`src/sct_defs.svh`:
```
`ifndef SCT_DEFS_SVH
`define SCT_DEFS_SVH

// Log command opcodes and fixed task-file values
`define OP_SMART 8'hb0
`define OP_LOG_RD 8'h2f
`define OP_LOG_WR 8'h3f
`define SMART_LOG_RD 8'hd5
`define SMART_LOG_WR 8'hd6
`define SMART_KEY_LO 8'h4f
`define SMART_KEY_HI 8'hc2
`define PAGE_STATUS 8'he0
`define PAGE_DATA 8'he1
`define MAX_SECTORS 8'h08

// Status response contents
`define FMT_VERSION 16'h0003
`define SPEC_LEVEL 16'h0001
`define IMPL_VERSION 16'h0100
`define EXT_OK 16'h0000
`define EXT_NO_CMD 16'h000b
`define EXT_RUNNING 16'hffff
`define BY_FMT 9'h000
`define BY_IMPL 9'h002
`define BY_SPEC 9'h004
`define BY_FLAGS 9'h006
`define BY_STATE 9'h00a
`define BY_EXT 9'h00e
`define BY_ACTION 9'h010
`define BY_FUNC 9'h012

// Controller register offsets and fields
`define REG_CTRL 12'h000
`define REG_TF_A 12'h004
`define REG_TF_B 12'h008
`define REG_STAT 12'h00c
`define BUF_BASE 12'h200
`define CTRL_GO 0
`define STAT_BUSY 0
`define STAT_DONE 1
`define STAT_ERR 2

`endif

```
`src/sct_pkg.sv`:
```
`default_nettype none
package sct_pkg;
    typedef enum logic [2:0] {
        D_IDLE = 3'b001,
        D_SEND = 3'b010,
        D_RECV = 3'b100
    } dev_state_e;

    typedef enum logic [2:0] {
        H_IDLE = 3'b001,
        H_ISSUE = 3'b010,
        H_WAIT = 3'b100
    } host_state_e;
endpackage
`default_nettype wire

```
`src/sct_link_if.sv`:
```
`default_nettype none
interface sct_link_if;
    // Task file, one-cycle command strobe
    logic cmd_valid;
    logic [7:0] cmd_op;
    logic [7:0] cmd_feat;
    logic [15:0] cmd_count;
    logic [7:0] lba_lo;
    logic [15:0] lba_mid;
    logic [7:0] lba_hi;
    // Command completion
    logic busy;
    logic done;
    logic err;
    // Device-to-host bytes
    logic rd_valid;
    logic [7:0] rd_data;
    logic rd_last;
    // Host-to-device bytes
    logic wr_valid;
    logic [7:0] wr_data;
    logic wr_ready;

    modport dev (
        input cmd_valid, cmd_op, cmd_feat, cmd_count, lba_lo, lba_mid, lba_hi, wr_valid, wr_data,
        output busy, done, err, rd_valid, rd_data, rd_last, wr_ready
    );
    modport host (
        output cmd_valid, cmd_op, cmd_feat, cmd_count, lba_lo, lba_mid, lba_hi, wr_valid, wr_data,
        input busy, done, err, rd_valid, rd_data, rd_last, wr_ready
    );
endinterface
`default_nettype wire

```
`src/sct_log_status_responder.sv`:
```
// Contract
// - Log ext 2Fh/3Fh with page E1h accepted
// - Completion reports only acceptance or error
// - Page E0h holds and returns status
// - Status read served anytime, even busy
// - Status read disturbs no power or activity
// - Host polls status for long actions
// - SMART B0h/C2h/4Fh, count one, page E0h
// - Log ext 2Fh, E0h, mid 00h, count one
// - Bytes 1:0 carry format version 0003h
// - Bytes 5:4 carry spec level 0001h
// - Bytes 3:2 carry implementation version
// - Flag bit0 set after full write-same
// - Any user LBA write clears flag
// - Capacity change also clears flag
// - Flag survives power cycles
// - Byte 10 encodes drive state 0..5
// - Bytes 15:14 last code, FFFFh while running
// - Code 0000h means completed without error
// - Data transfer without command gives 000Bh
`include "sct_defs.svh"
`default_nettype none
module sct_log_status_responder
    import sct_pkg::*;
(
    // Clock and reset
    input wire logic mclk,
    input wire logic rst_b,
    // Host link
    sct_link_if.dev link,
    // Drive condition from the rest of the controller
    input wire logic [7:0] drive_state,
    input wire logic user_lba_write,
    input wire logic capacity_change,
    input wire logic write_same_all_ok,
    input wire logic nv_seg_init,
    // Action engine hand-off
    input wire logic sct_busy,
    input wire logic sct_done,
    input wire logic [15:0] sct_done_code,
    input wire logic [7:0] sct_rd_byte,
    output logic sct_cmd_valid,
    output logic [15:0] sct_action,
    output logic [15:0] sct_function,
    output logic sct_wr_valid,
    output logic [7:0] sct_wr_byte,
    output logic [12:0] sct_idx,
    // Flag copy for the non-volatile store
    output logic seg_init
);

    typedef struct packed {
        dev_state_e st;
        logic busy;
        logic done;
        logic err;
        logic rd_valid;
        logic rd_last;
        logic [7:0] rd_data;
        logic wr_ready;
        logic [12:0] cnt;
        logic [12:0] total;
        logic data_page;
        logic cmd_issued;
        logic [15:0] last_code;
        logic [15:0] action;
        logic [15:0] func;
        logic seg;
        logic loaded;
        logic sct_cmd_valid;
        logic sct_wr_valid;
        logic [7:0] sct_wr_byte;
    } dev_s;

    dev_s r;
    dev_s next_r;

    // Status page byte at a given offset; unlisted bytes stay zero
    function automatic logic [7:0] status_byte(input logic [8:0] idx, input logic [15:0] ext,
                                               input logic [15:0] act, input logic [15:0] fn,
                                               input logic seg_f, input logic [7:0] dstate);
        logic [7:0] b;
        b = 8'h00;
        case (idx)
            `BY_FMT: b = 8'(`FMT_VERSION);
            `BY_FMT + 9'h001: b = 8'(`FMT_VERSION >> 8);
            `BY_IMPL: b = 8'(`IMPL_VERSION);
            `BY_IMPL + 9'h001: b = 8'(`IMPL_VERSION >> 8);
            `BY_SPEC: b = 8'(`SPEC_LEVEL);
            `BY_SPEC + 9'h001: b = 8'(`SPEC_LEVEL >> 8);
            `BY_FLAGS: b = {7'h00, seg_f};
            `BY_STATE: b = dstate;
            `BY_EXT: b = ext[7:0];
            `BY_EXT + 9'h001: b = ext[15:8];
            `BY_ACTION: b = act[7:0];
            `BY_ACTION + 9'h001: b = act[15:8];
            `BY_FUNC: b = fn[7:0];
            `BY_FUNC + 9'h001: b = fn[15:8];
            default: b = 8'h00;
        endcase
        return b;
    endfunction

    // Decoded request, valid while a command strobe is present
    logic smart_form;
    logic ext_form;
    logic is_write;
    logic [7:0] nsec;
    logic count_ok;
    logic form_ok;
    logic [15:0] ext_code;
    logic wr_hs;
    logic [12:0] cnt_inc;
    logic [7:0] send_byte;

    always_comb begin
        nsec = link.cmd_count[7:0];
        smart_form = link.cmd_op == `OP_SMART && link.lba_hi == `SMART_KEY_HI
            && link.lba_mid[7:0] == `SMART_KEY_LO
            && (link.cmd_feat == `SMART_LOG_RD || link.cmd_feat == `SMART_LOG_WR);
        ext_form = (link.cmd_op == `OP_LOG_RD || link.cmd_op == `OP_LOG_WR)
            && link.lba_mid == 16'h0000 && link.cmd_count[15:8] == 8'h00;
        is_write = smart_form ? link.cmd_feat == `SMART_LOG_WR : link.cmd_op == `OP_LOG_WR;
        if (link.lba_lo == `PAGE_STATUS) begin
            count_ok = nsec == 8'h01;
        end else if (smart_form) begin
            count_ok = nsec != 8'h00 && nsec <= `MAX_SECTORS;
        end else begin
            count_ok = nsec == 8'h01 || nsec == `MAX_SECTORS;
        end
        form_ok = (smart_form || ext_form) && count_ok
            && (link.lba_lo == `PAGE_STATUS || link.lba_lo == `PAGE_DATA);
        ext_code = sct_busy ? `EXT_RUNNING : r.last_code;
        wr_hs = link.wr_valid && r.wr_ready;
        cnt_inc = r.cnt + 13'h0001;
        send_byte = r.data_page ? sct_rd_byte
            : status_byte(r.cnt[8:0], ext_code, r.action, r.func, r.seg, drive_state);
    end

    // Next-state logic; the status page is built from live state only, so reading it
    // never touches the power state or the action engine
    always_comb begin
        next_r = r;
        next_r.done = 1'b0;
        next_r.rd_valid = 1'b0;
        next_r.rd_last = 1'b0;
        next_r.sct_cmd_valid = 1'b0;
        next_r.sct_wr_valid = 1'b0;
        next_r.loaded = 1'b1;
        // Flag restored once after reset, then maintained
        if (!r.loaded) begin
            next_r.seg = nv_seg_init;
        end else if (user_lba_write || capacity_change) begin
            next_r.seg = 1'b0;
        end else if (write_same_all_ok) begin
            next_r.seg = 1'b1;
        end
        // Completion code from the action engine
        if (sct_done) begin
            next_r.last_code = sct_done_code;
        end
        case (r.st)
            D_IDLE: begin
                if (link.cmd_valid) begin
                    if (!form_ok) begin
                        next_r.done = 1'b1;
                        next_r.err = 1'b1;
                    end else if (link.lba_lo == `PAGE_DATA && !r.cmd_issued) begin
                        next_r.done = 1'b1;
                        next_r.err = 1'b1;
                        next_r.last_code = `EXT_NO_CMD;
                    end else begin
                        next_r.busy = 1'b1;
                        next_r.err = 1'b0;
                        next_r.cnt = 13'h0000;
                        next_r.total = {nsec[3:0], 9'h000};
                        next_r.data_page = link.lba_lo == `PAGE_DATA;
                        next_r.wr_ready = is_write;
                        next_r.st = is_write ? D_RECV : D_SEND;
                    end
                end
            end
            D_SEND: begin
                next_r.rd_valid = 1'b1;
                next_r.rd_data = send_byte;
                next_r.cnt = cnt_inc;
                if (cnt_inc == r.total) begin
                    next_r.rd_last = 1'b1;
                    next_r.busy = 1'b0;
                    next_r.done = 1'b1;
                    next_r.st = D_IDLE;
                end
            end
            D_RECV: begin
                if (wr_hs) begin
                    next_r.cnt = cnt_inc;
                    if (r.data_page) begin
                        next_r.sct_wr_valid = 1'b1;
                        next_r.sct_wr_byte = link.wr_data;
                    end else begin
                        // Key sector: action code then function code
                        case (r.cnt)
                            13'h0000: next_r.action[7:0] = link.wr_data;
                            13'h0001: next_r.action[15:8] = link.wr_data;
                            13'h0002: next_r.func[7:0] = link.wr_data;
                            13'h0003: next_r.func[15:8] = link.wr_data;
                            default: ;
                        endcase
                    end
                    if (cnt_inc == r.total) begin
                        next_r.wr_ready = 1'b0;
                        next_r.busy = 1'b0;
                        next_r.done = 1'b1;
                        next_r.st = D_IDLE;
                        if (!r.data_page) begin
                            next_r.sct_cmd_valid = 1'b1;
                            next_r.cmd_issued = 1'b1;
                        end
                    end
                end
            end
            default: begin
                next_r.st = D_IDLE;
                next_r.busy = 1'b0;
                next_r.wr_ready = 1'b0;
            end
        endcase
    end

    // State register; the flag reloads from the store after every reset
    always_ff @(posedge mclk) begin
        if (!rst_b) begin
            r <= '0;
            r.st <= D_IDLE;
            r.last_code <= `EXT_OK;
        end else begin
            r <= next_r;
        end
    end

    // Outputs straight from flops
    assign link.busy = r.busy;
    assign link.done = r.done;
    assign link.err = r.err;
    assign link.rd_valid = r.rd_valid;
    assign link.rd_data = r.rd_data;
    assign link.rd_last = r.rd_last;
    assign link.wr_ready = r.wr_ready;
    assign sct_cmd_valid = r.sct_cmd_valid;
    assign sct_action = r.action;
    assign sct_function = r.func;
    assign sct_wr_valid = r.sct_wr_valid;
    assign sct_wr_byte = r.sct_wr_byte;
    assign sct_idx = r.cnt;
    assign seg_init = r.seg;

endmodule
`default_nettype wire

```
`src/flat_wrapper.sv`:
```
// flat-port wrapper written by rule: the top's interface ports become plain ports
module sct_log_status_responder_flat import sct_pkg::*;
  (mclk, rst_b, drive_state, user_lba_write, capacity_change, write_same_all_ok, nv_seg_init, sct_busy, sct_done, sct_done_code, sct_rd_byte, sct_cmd_valid, sct_action, sct_function, sct_wr_valid, sct_wr_byte, sct_idx, seg_init, link_cmd_valid, link_cmd_op, link_cmd_feat, link_cmd_count, link_lba_lo, link_lba_mid, link_lba_hi, link_wr_valid, link_wr_data, link_busy, link_done, link_err, link_rd_valid, link_rd_data, link_rd_last, link_wr_ready);
  sct_link_if link_i ();
  input wire logic mclk;
  input wire logic rst_b;
  input wire logic [7:0] drive_state;
  input wire logic user_lba_write;
  input wire logic capacity_change;
  input wire logic write_same_all_ok;
  input wire logic nv_seg_init;
  input wire logic sct_busy;
  input wire logic sct_done;
  input wire logic [15:0] sct_done_code;
  input wire logic [7:0] sct_rd_byte;
  output logic sct_cmd_valid;
  output logic [15:0] sct_action;
  output logic [15:0] sct_function;
  output logic sct_wr_valid;
  output logic [7:0] sct_wr_byte;
  output logic [12:0] sct_idx;
  output logic seg_init;
  input wire logic [$bits(link_i.cmd_valid)-1:0] link_cmd_valid;
  input wire logic [$bits(link_i.cmd_op)-1:0] link_cmd_op;
  input wire logic [$bits(link_i.cmd_feat)-1:0] link_cmd_feat;
  input wire logic [$bits(link_i.cmd_count)-1:0] link_cmd_count;
  input wire logic [$bits(link_i.lba_lo)-1:0] link_lba_lo;
  input wire logic [$bits(link_i.lba_mid)-1:0] link_lba_mid;
  input wire logic [$bits(link_i.lba_hi)-1:0] link_lba_hi;
  input wire logic [$bits(link_i.wr_valid)-1:0] link_wr_valid;
  input wire logic [$bits(link_i.wr_data)-1:0] link_wr_data;
  output wire logic [$bits(link_i.busy)-1:0] link_busy;
  output wire logic [$bits(link_i.done)-1:0] link_done;
  output wire logic [$bits(link_i.err)-1:0] link_err;
  output wire logic [$bits(link_i.rd_valid)-1:0] link_rd_valid;
  output wire logic [$bits(link_i.rd_data)-1:0] link_rd_data;
  output wire logic [$bits(link_i.rd_last)-1:0] link_rd_last;
  output wire logic [$bits(link_i.wr_ready)-1:0] link_wr_ready;
  assign link_i.cmd_valid = link_cmd_valid;
  assign link_i.cmd_op = link_cmd_op;
  assign link_i.cmd_feat = link_cmd_feat;
  assign link_i.cmd_count = link_cmd_count;
  assign link_i.lba_lo = link_lba_lo;
  assign link_i.lba_mid = link_lba_mid;
  assign link_i.lba_hi = link_lba_hi;
  assign link_i.wr_valid = link_wr_valid;
  assign link_i.wr_data = link_wr_data;
  assign link_busy = link_i.busy;
  assign link_done = link_i.done;
  assign link_err = link_i.err;
  assign link_rd_valid = link_i.rd_valid;
  assign link_rd_data = link_i.rd_data;
  assign link_rd_last = link_i.rd_last;
  assign link_wr_ready = link_i.wr_ready;
  sct_log_status_responder u_core (.mclk(mclk), .rst_b(rst_b), .link(link_i), .drive_state(drive_state), .user_lba_write(user_lba_write), .capacity_change(capacity_change), .write_same_all_ok(write_same_all_ok), .nv_seg_init(nv_seg_init), .sct_busy(sct_busy), .sct_done(sct_done), .sct_done_code(sct_done_code), .sct_rd_byte(sct_rd_byte), .sct_cmd_valid(sct_cmd_valid), .sct_action(sct_action), .sct_function(sct_function), .sct_wr_valid(sct_wr_valid), .sct_wr_byte(sct_wr_byte), .sct_idx(sct_idx), .seg_init(seg_init));
endmodule
```
`config.mk`:
```
export PLATFORM = sky130hd
export DESIGN_NAME = sct_log_status_responder_flat
export DESIGN_NICKNAME = d
export VERILOG_FILES = /design/src/sct_pkg.sv /design/src/sct_link_if.sv /design/src/sct_log_status_responder.sv /design/src/flat_wrapper.sv
export VERILOG_INCLUDE_DIRS = /design/src
export SDC_FILE = /design/constraint.sdc
export NUM_CORES = 1
export LEC_CHECK = 0
export ABC_AREA = 1
export BUFFER_PORTS_ARGS = -buffer_cell sky130_fd_sc_hd__buf_2
export CAP_MARGIN = 20
export CORE_UTILIZATION = 56
export DETAILED_ROUTE_END_ITERATION = 6
export PLACE_DENSITY_LB_ADDON = 0.15
export SLEW_MARGIN = 20
export SYNTH_ARGS = -nofsm -noshare
export SYNTH_HDL_FRONTEND = slang
export SYNTH_SLANG_ARGS = --single-unit
export TNS_END_PERCENT = 10
```
`constraint.sdc`:
```
create_clock -name mclk -period 5.34 [get_ports mclk]
set_input_delay 1.068 -clock mclk [delete_from_list [all_inputs] [get_ports mclk]]
set_output_delay 1.068 -clock mclk [all_outputs]
set_load 0.02 [all_outputs]
```
==> flow_metrics.py <==
metrics = {
    "sta": {
        "fin_crit_sh": 0.485,
        "clock.fmax_mhz": 386,
        "layout_min_cycle_time_ns": 2.59,
        "rsz0062_at_grt": "no",
        "tns_ns": 0,
        "skew_ns": 0.0143,
        "final_max_slew_viol_count": 0,
        "tightest_slew_ns": 1.04,
        "maxSlewHeadroom": 0.303,
        "final-setup-viol-count": 0,
        "hold_viol": 0,
    },
    "run_status": {
        "outcome": "completed",
    },
    "grt": {
        "overflow": 0,
        "grt_util_met2": 0.464,
        "grt_pass1_vias": 5151,
        "antenna_found_initial": 0,
        "track_usage": 0.271,
        "grt_max_degree": 35,
        "met3_usage": 0.0485,
        "grt.busiest_layer": "met2",
        "met1_usage": 0.345,
        "grt_pass1_wl_mm": 23.9,
    },
    "synthesis": {
        "syn-num-nets": 975,
        "synth_top_area_frac": 0.332,
        "synth-edff-count": 0,
        "synth_seq_cells": 96,
        "syn_inst": 857,
        "synth_ff_type": "dfxtp_1",
        "synthArstFlopShare": 0,
        "synthDistinctLibCells": 43,
        "ys_warn_count": 0,
        "synth_most_common_cell": "nand2_1",
        "yosys.area.top_type": "dfxtp_1",
        "seq_area_frac_synth": 0.332,
        "netlist_top_cells_area": "dfxtp_1, nand2_1, buf_4",
        "syn_area_per_cell_sq_um": 6.76,
        "ys_top_cells_by_count": "nand2_1, nor2_1, dfxtp_1, inv_1, buf_4",
        "syn_area_sq_um": 5790,
    },
    "setup_path": {
        "cp_slowest_cell": "nand3_1",
        "cp-end-kind": "flip-flop",
        "required_ns": 5.61,
        "rr_startpoint": "u_core.sct_idx[0]",
        "crit_chain": "buf_2 -> inv_1 -> nand2_1 -> nor2_1 -> nand2_1 -> nor2_1 -> nand3_1 -> a21oi_1 -> nand2_1 -> nand2_1 -> nand3_1 -> o21ai_0 -> a21oi_1",
        "rr_endpoint": "u_core.link.rd_data[4]",
        "crit_arrival_ns": 2.86,
        "cp-start-kind": "input port",
        "critPathMaxStageDelay_ns": 0.40,
        "ff2ff_setup_slack_ns": 3.18,
        "crit_type": "input port to flip-flop",
        "cp_common_cell": "nand2_1",
        "r2r_cells": 9,
        "crit_fanout": 14,
    },
    "floorplanning": {
        "die_y_microns": 104,
        "die_x_microns": 104,
        "num_rows": 36,
        "core_sq_um": 9910,
        "initial_utilization": 0.585,
        "die_area_sq_um": 10800,
        "ios": 184,
    },
    "run": {
        "maxCapViolations": 0,
    },
    "detailed_routing": {
        "routed_wl_mm": 14.8,
        "ant_nets": 0,
        "first_pass_iters": 5,
        "drc": 0,
        "wl_per_cell_microns": 13.4,
        "via_per_inst": 5.15,
        "drt_iter0_drc": 275,
        "vias": 5696,
    },
    "final_layout": {
        "drive_gt1_frac": 0.263,
        "final_core_util": 0.654,
        "antennaDiodeCount": 0,
        "syn_to_final_growth_pct": 11.9,
        "final_nets": 1085,
        "fillers": 973,
    },
    "clocking": {
        "cts_htree_levels": 3,
        "numCtsBuffers": 9,
        "clkTransAtPathRegs_ns": 0.11,
        "post_cts_buffers": 0,
        "clkLatencyLatePin_ns": 0.37,
        "cts_tree": "built",
        "cts_hold_buf": 0,
        "cts-resized-gates": 0,
        "cts-root-buf": "clkbuf_8",
        "clock_path_buffers": 2,
        "cts_sinks": 96,
    },
    "min_path": {
        "min_path_type": "flip-flop to flip-flop",
        "hold_path.startpoint": "u_core.r[10]",
        "min_to": "u_core.seg_init",
        "holdPathStages": 1,
    },
    "place": {
        "place_congestion": 0.841,
        "hpwl_mm": 11.2,
        "portBuffers": 183,
    },
    "pwr": {
        "power_frac_clock": 0.354,
        "comb_power_share": 0.088,
        "leakage_uw": 0.00316,
        "swShare": 0.270,
        "p_per_area_nw_per_um2": 201,
        "power.switching_uw": 353,
        "p_int_uw": 953,
        "vdd_drop_max_mv": 0.153,
        "seq_power_share": 0.558,
    },
}
-- area by class of cell --
type | instances | area, sq um | area share
clock buffers | 9 | 124 | 0.0191
clock inverters | 7 | 61.3 | 0.00946
inverters | 96 | 360 | 0.0556
multi-input cells | 579 | 2920 | 0.450
flip-flops and latches | 96 | 1920 | 0.297
well taps | 133 | 166 | 0.0257
repair buffers | 185 | 931 | 0.144
-- layout by cell type, fill, tap and decap left out, types with 7 or more instances in the layout --
cell type,n
nand2_1,203
buf_2,183
nor2_1,115
dfxtp_1,96
inv_1,89
a21oi_1,63
nand3_1,36
o21ai_0,29
nand4_1,19
a211oi_1,18
nand2_2,11
nor3_1,10
clkbuf_8,9
nor2_4,8
o22ai_1,8
inv_2,7
-- registers in the layout (all words and copies together), names as in the netlist, 8 cells and up --
signal / count
u_core.sct_function: 16
u_core.sct_idx: 13
u_core.r: 26
u_core.sct_action: 16
u_core.link.rd_data: 8
u_core.sct_wr_byte: 8
-- through the flow --
stage | power [uW] | hold slack, ns | cell area [sq um] | cells | setup slack [ns]
CTS | 1310 | 0.434 | 6480 | 1105 | 2.74
detailed placement | 859 | 0.420 | 6300 | 1089 | 2.36
finish | 1310 | 0.439 | 6480 | 1105 | 2.75
global placement | 858 | 0.418 | 6300 | 1089 | 2.45
floorplan | 800 | 0.405 | 5790 | 857 | 2.94
global route | 1350 | 0.462 | 6480 | 1105 | 2.56
-- logic make-up (layout without fill, tap and decap cells) --
group                      Yosys count  count (layout)  synth area share
DFF                                 96              96             0.332
AOI/OAI and AO/OA                  148             148             0.157
adders and majority gates            4               4           0.00864
xor gates and xnor gates             4               4           0.00864
and+or+nand+nor                    423             423             0.329
buffers and inverters              182             297             0.165
-- routing by layer --
| metal | vias to the layer above | share of wire |
|---|---|---|
| li1 | 2931 | - |
| met1 | 2555 | 0.45 |
| met2 | 180 | 0.47 |
| met3 | 30 | 0.060 |
| met4 | 0 | 0.023 |
| met5 | - | 0 |
-- worst max-delay path by stage --
stage	start	endpoint	slack [ns]
2_1_floorplan	link_cmd_feat[5]	u_core.r[53]	2.94
4_1_cts	link_lba_mid[7]	u_core.sct_idx[0]	2.74
5_1_grt	link_cmd_op[0]	u_core.sct_idx[0]	2.56
3_3_place_gp	link_lba_mid[7]	u_core.sct_idx[0]	2.45
3_5_place_dp	link_lba_mid[7]	u_core.sct_idx[0]	2.36
6_report	link_lba_mid[7]	u_core.sct_idx[0]	2.75
-- critical path, delay by kind of cell --
kind | cells | cell delay (ns)
compound gates | 3 | 0.55
buf+inv | 2 | 0.15
simple gates | 8 | 1.09
-- power groups by stage --
stage	sequential (uW)	clock, uW	combinational [uW]
after floorplan	746	0	54.4
after global routing	729	493	129
after detailed placement	745	0	115
after CTS	728	465	115
after global placement	744	0	114
final	728	462	115
(Power assumes the default switching activity.)
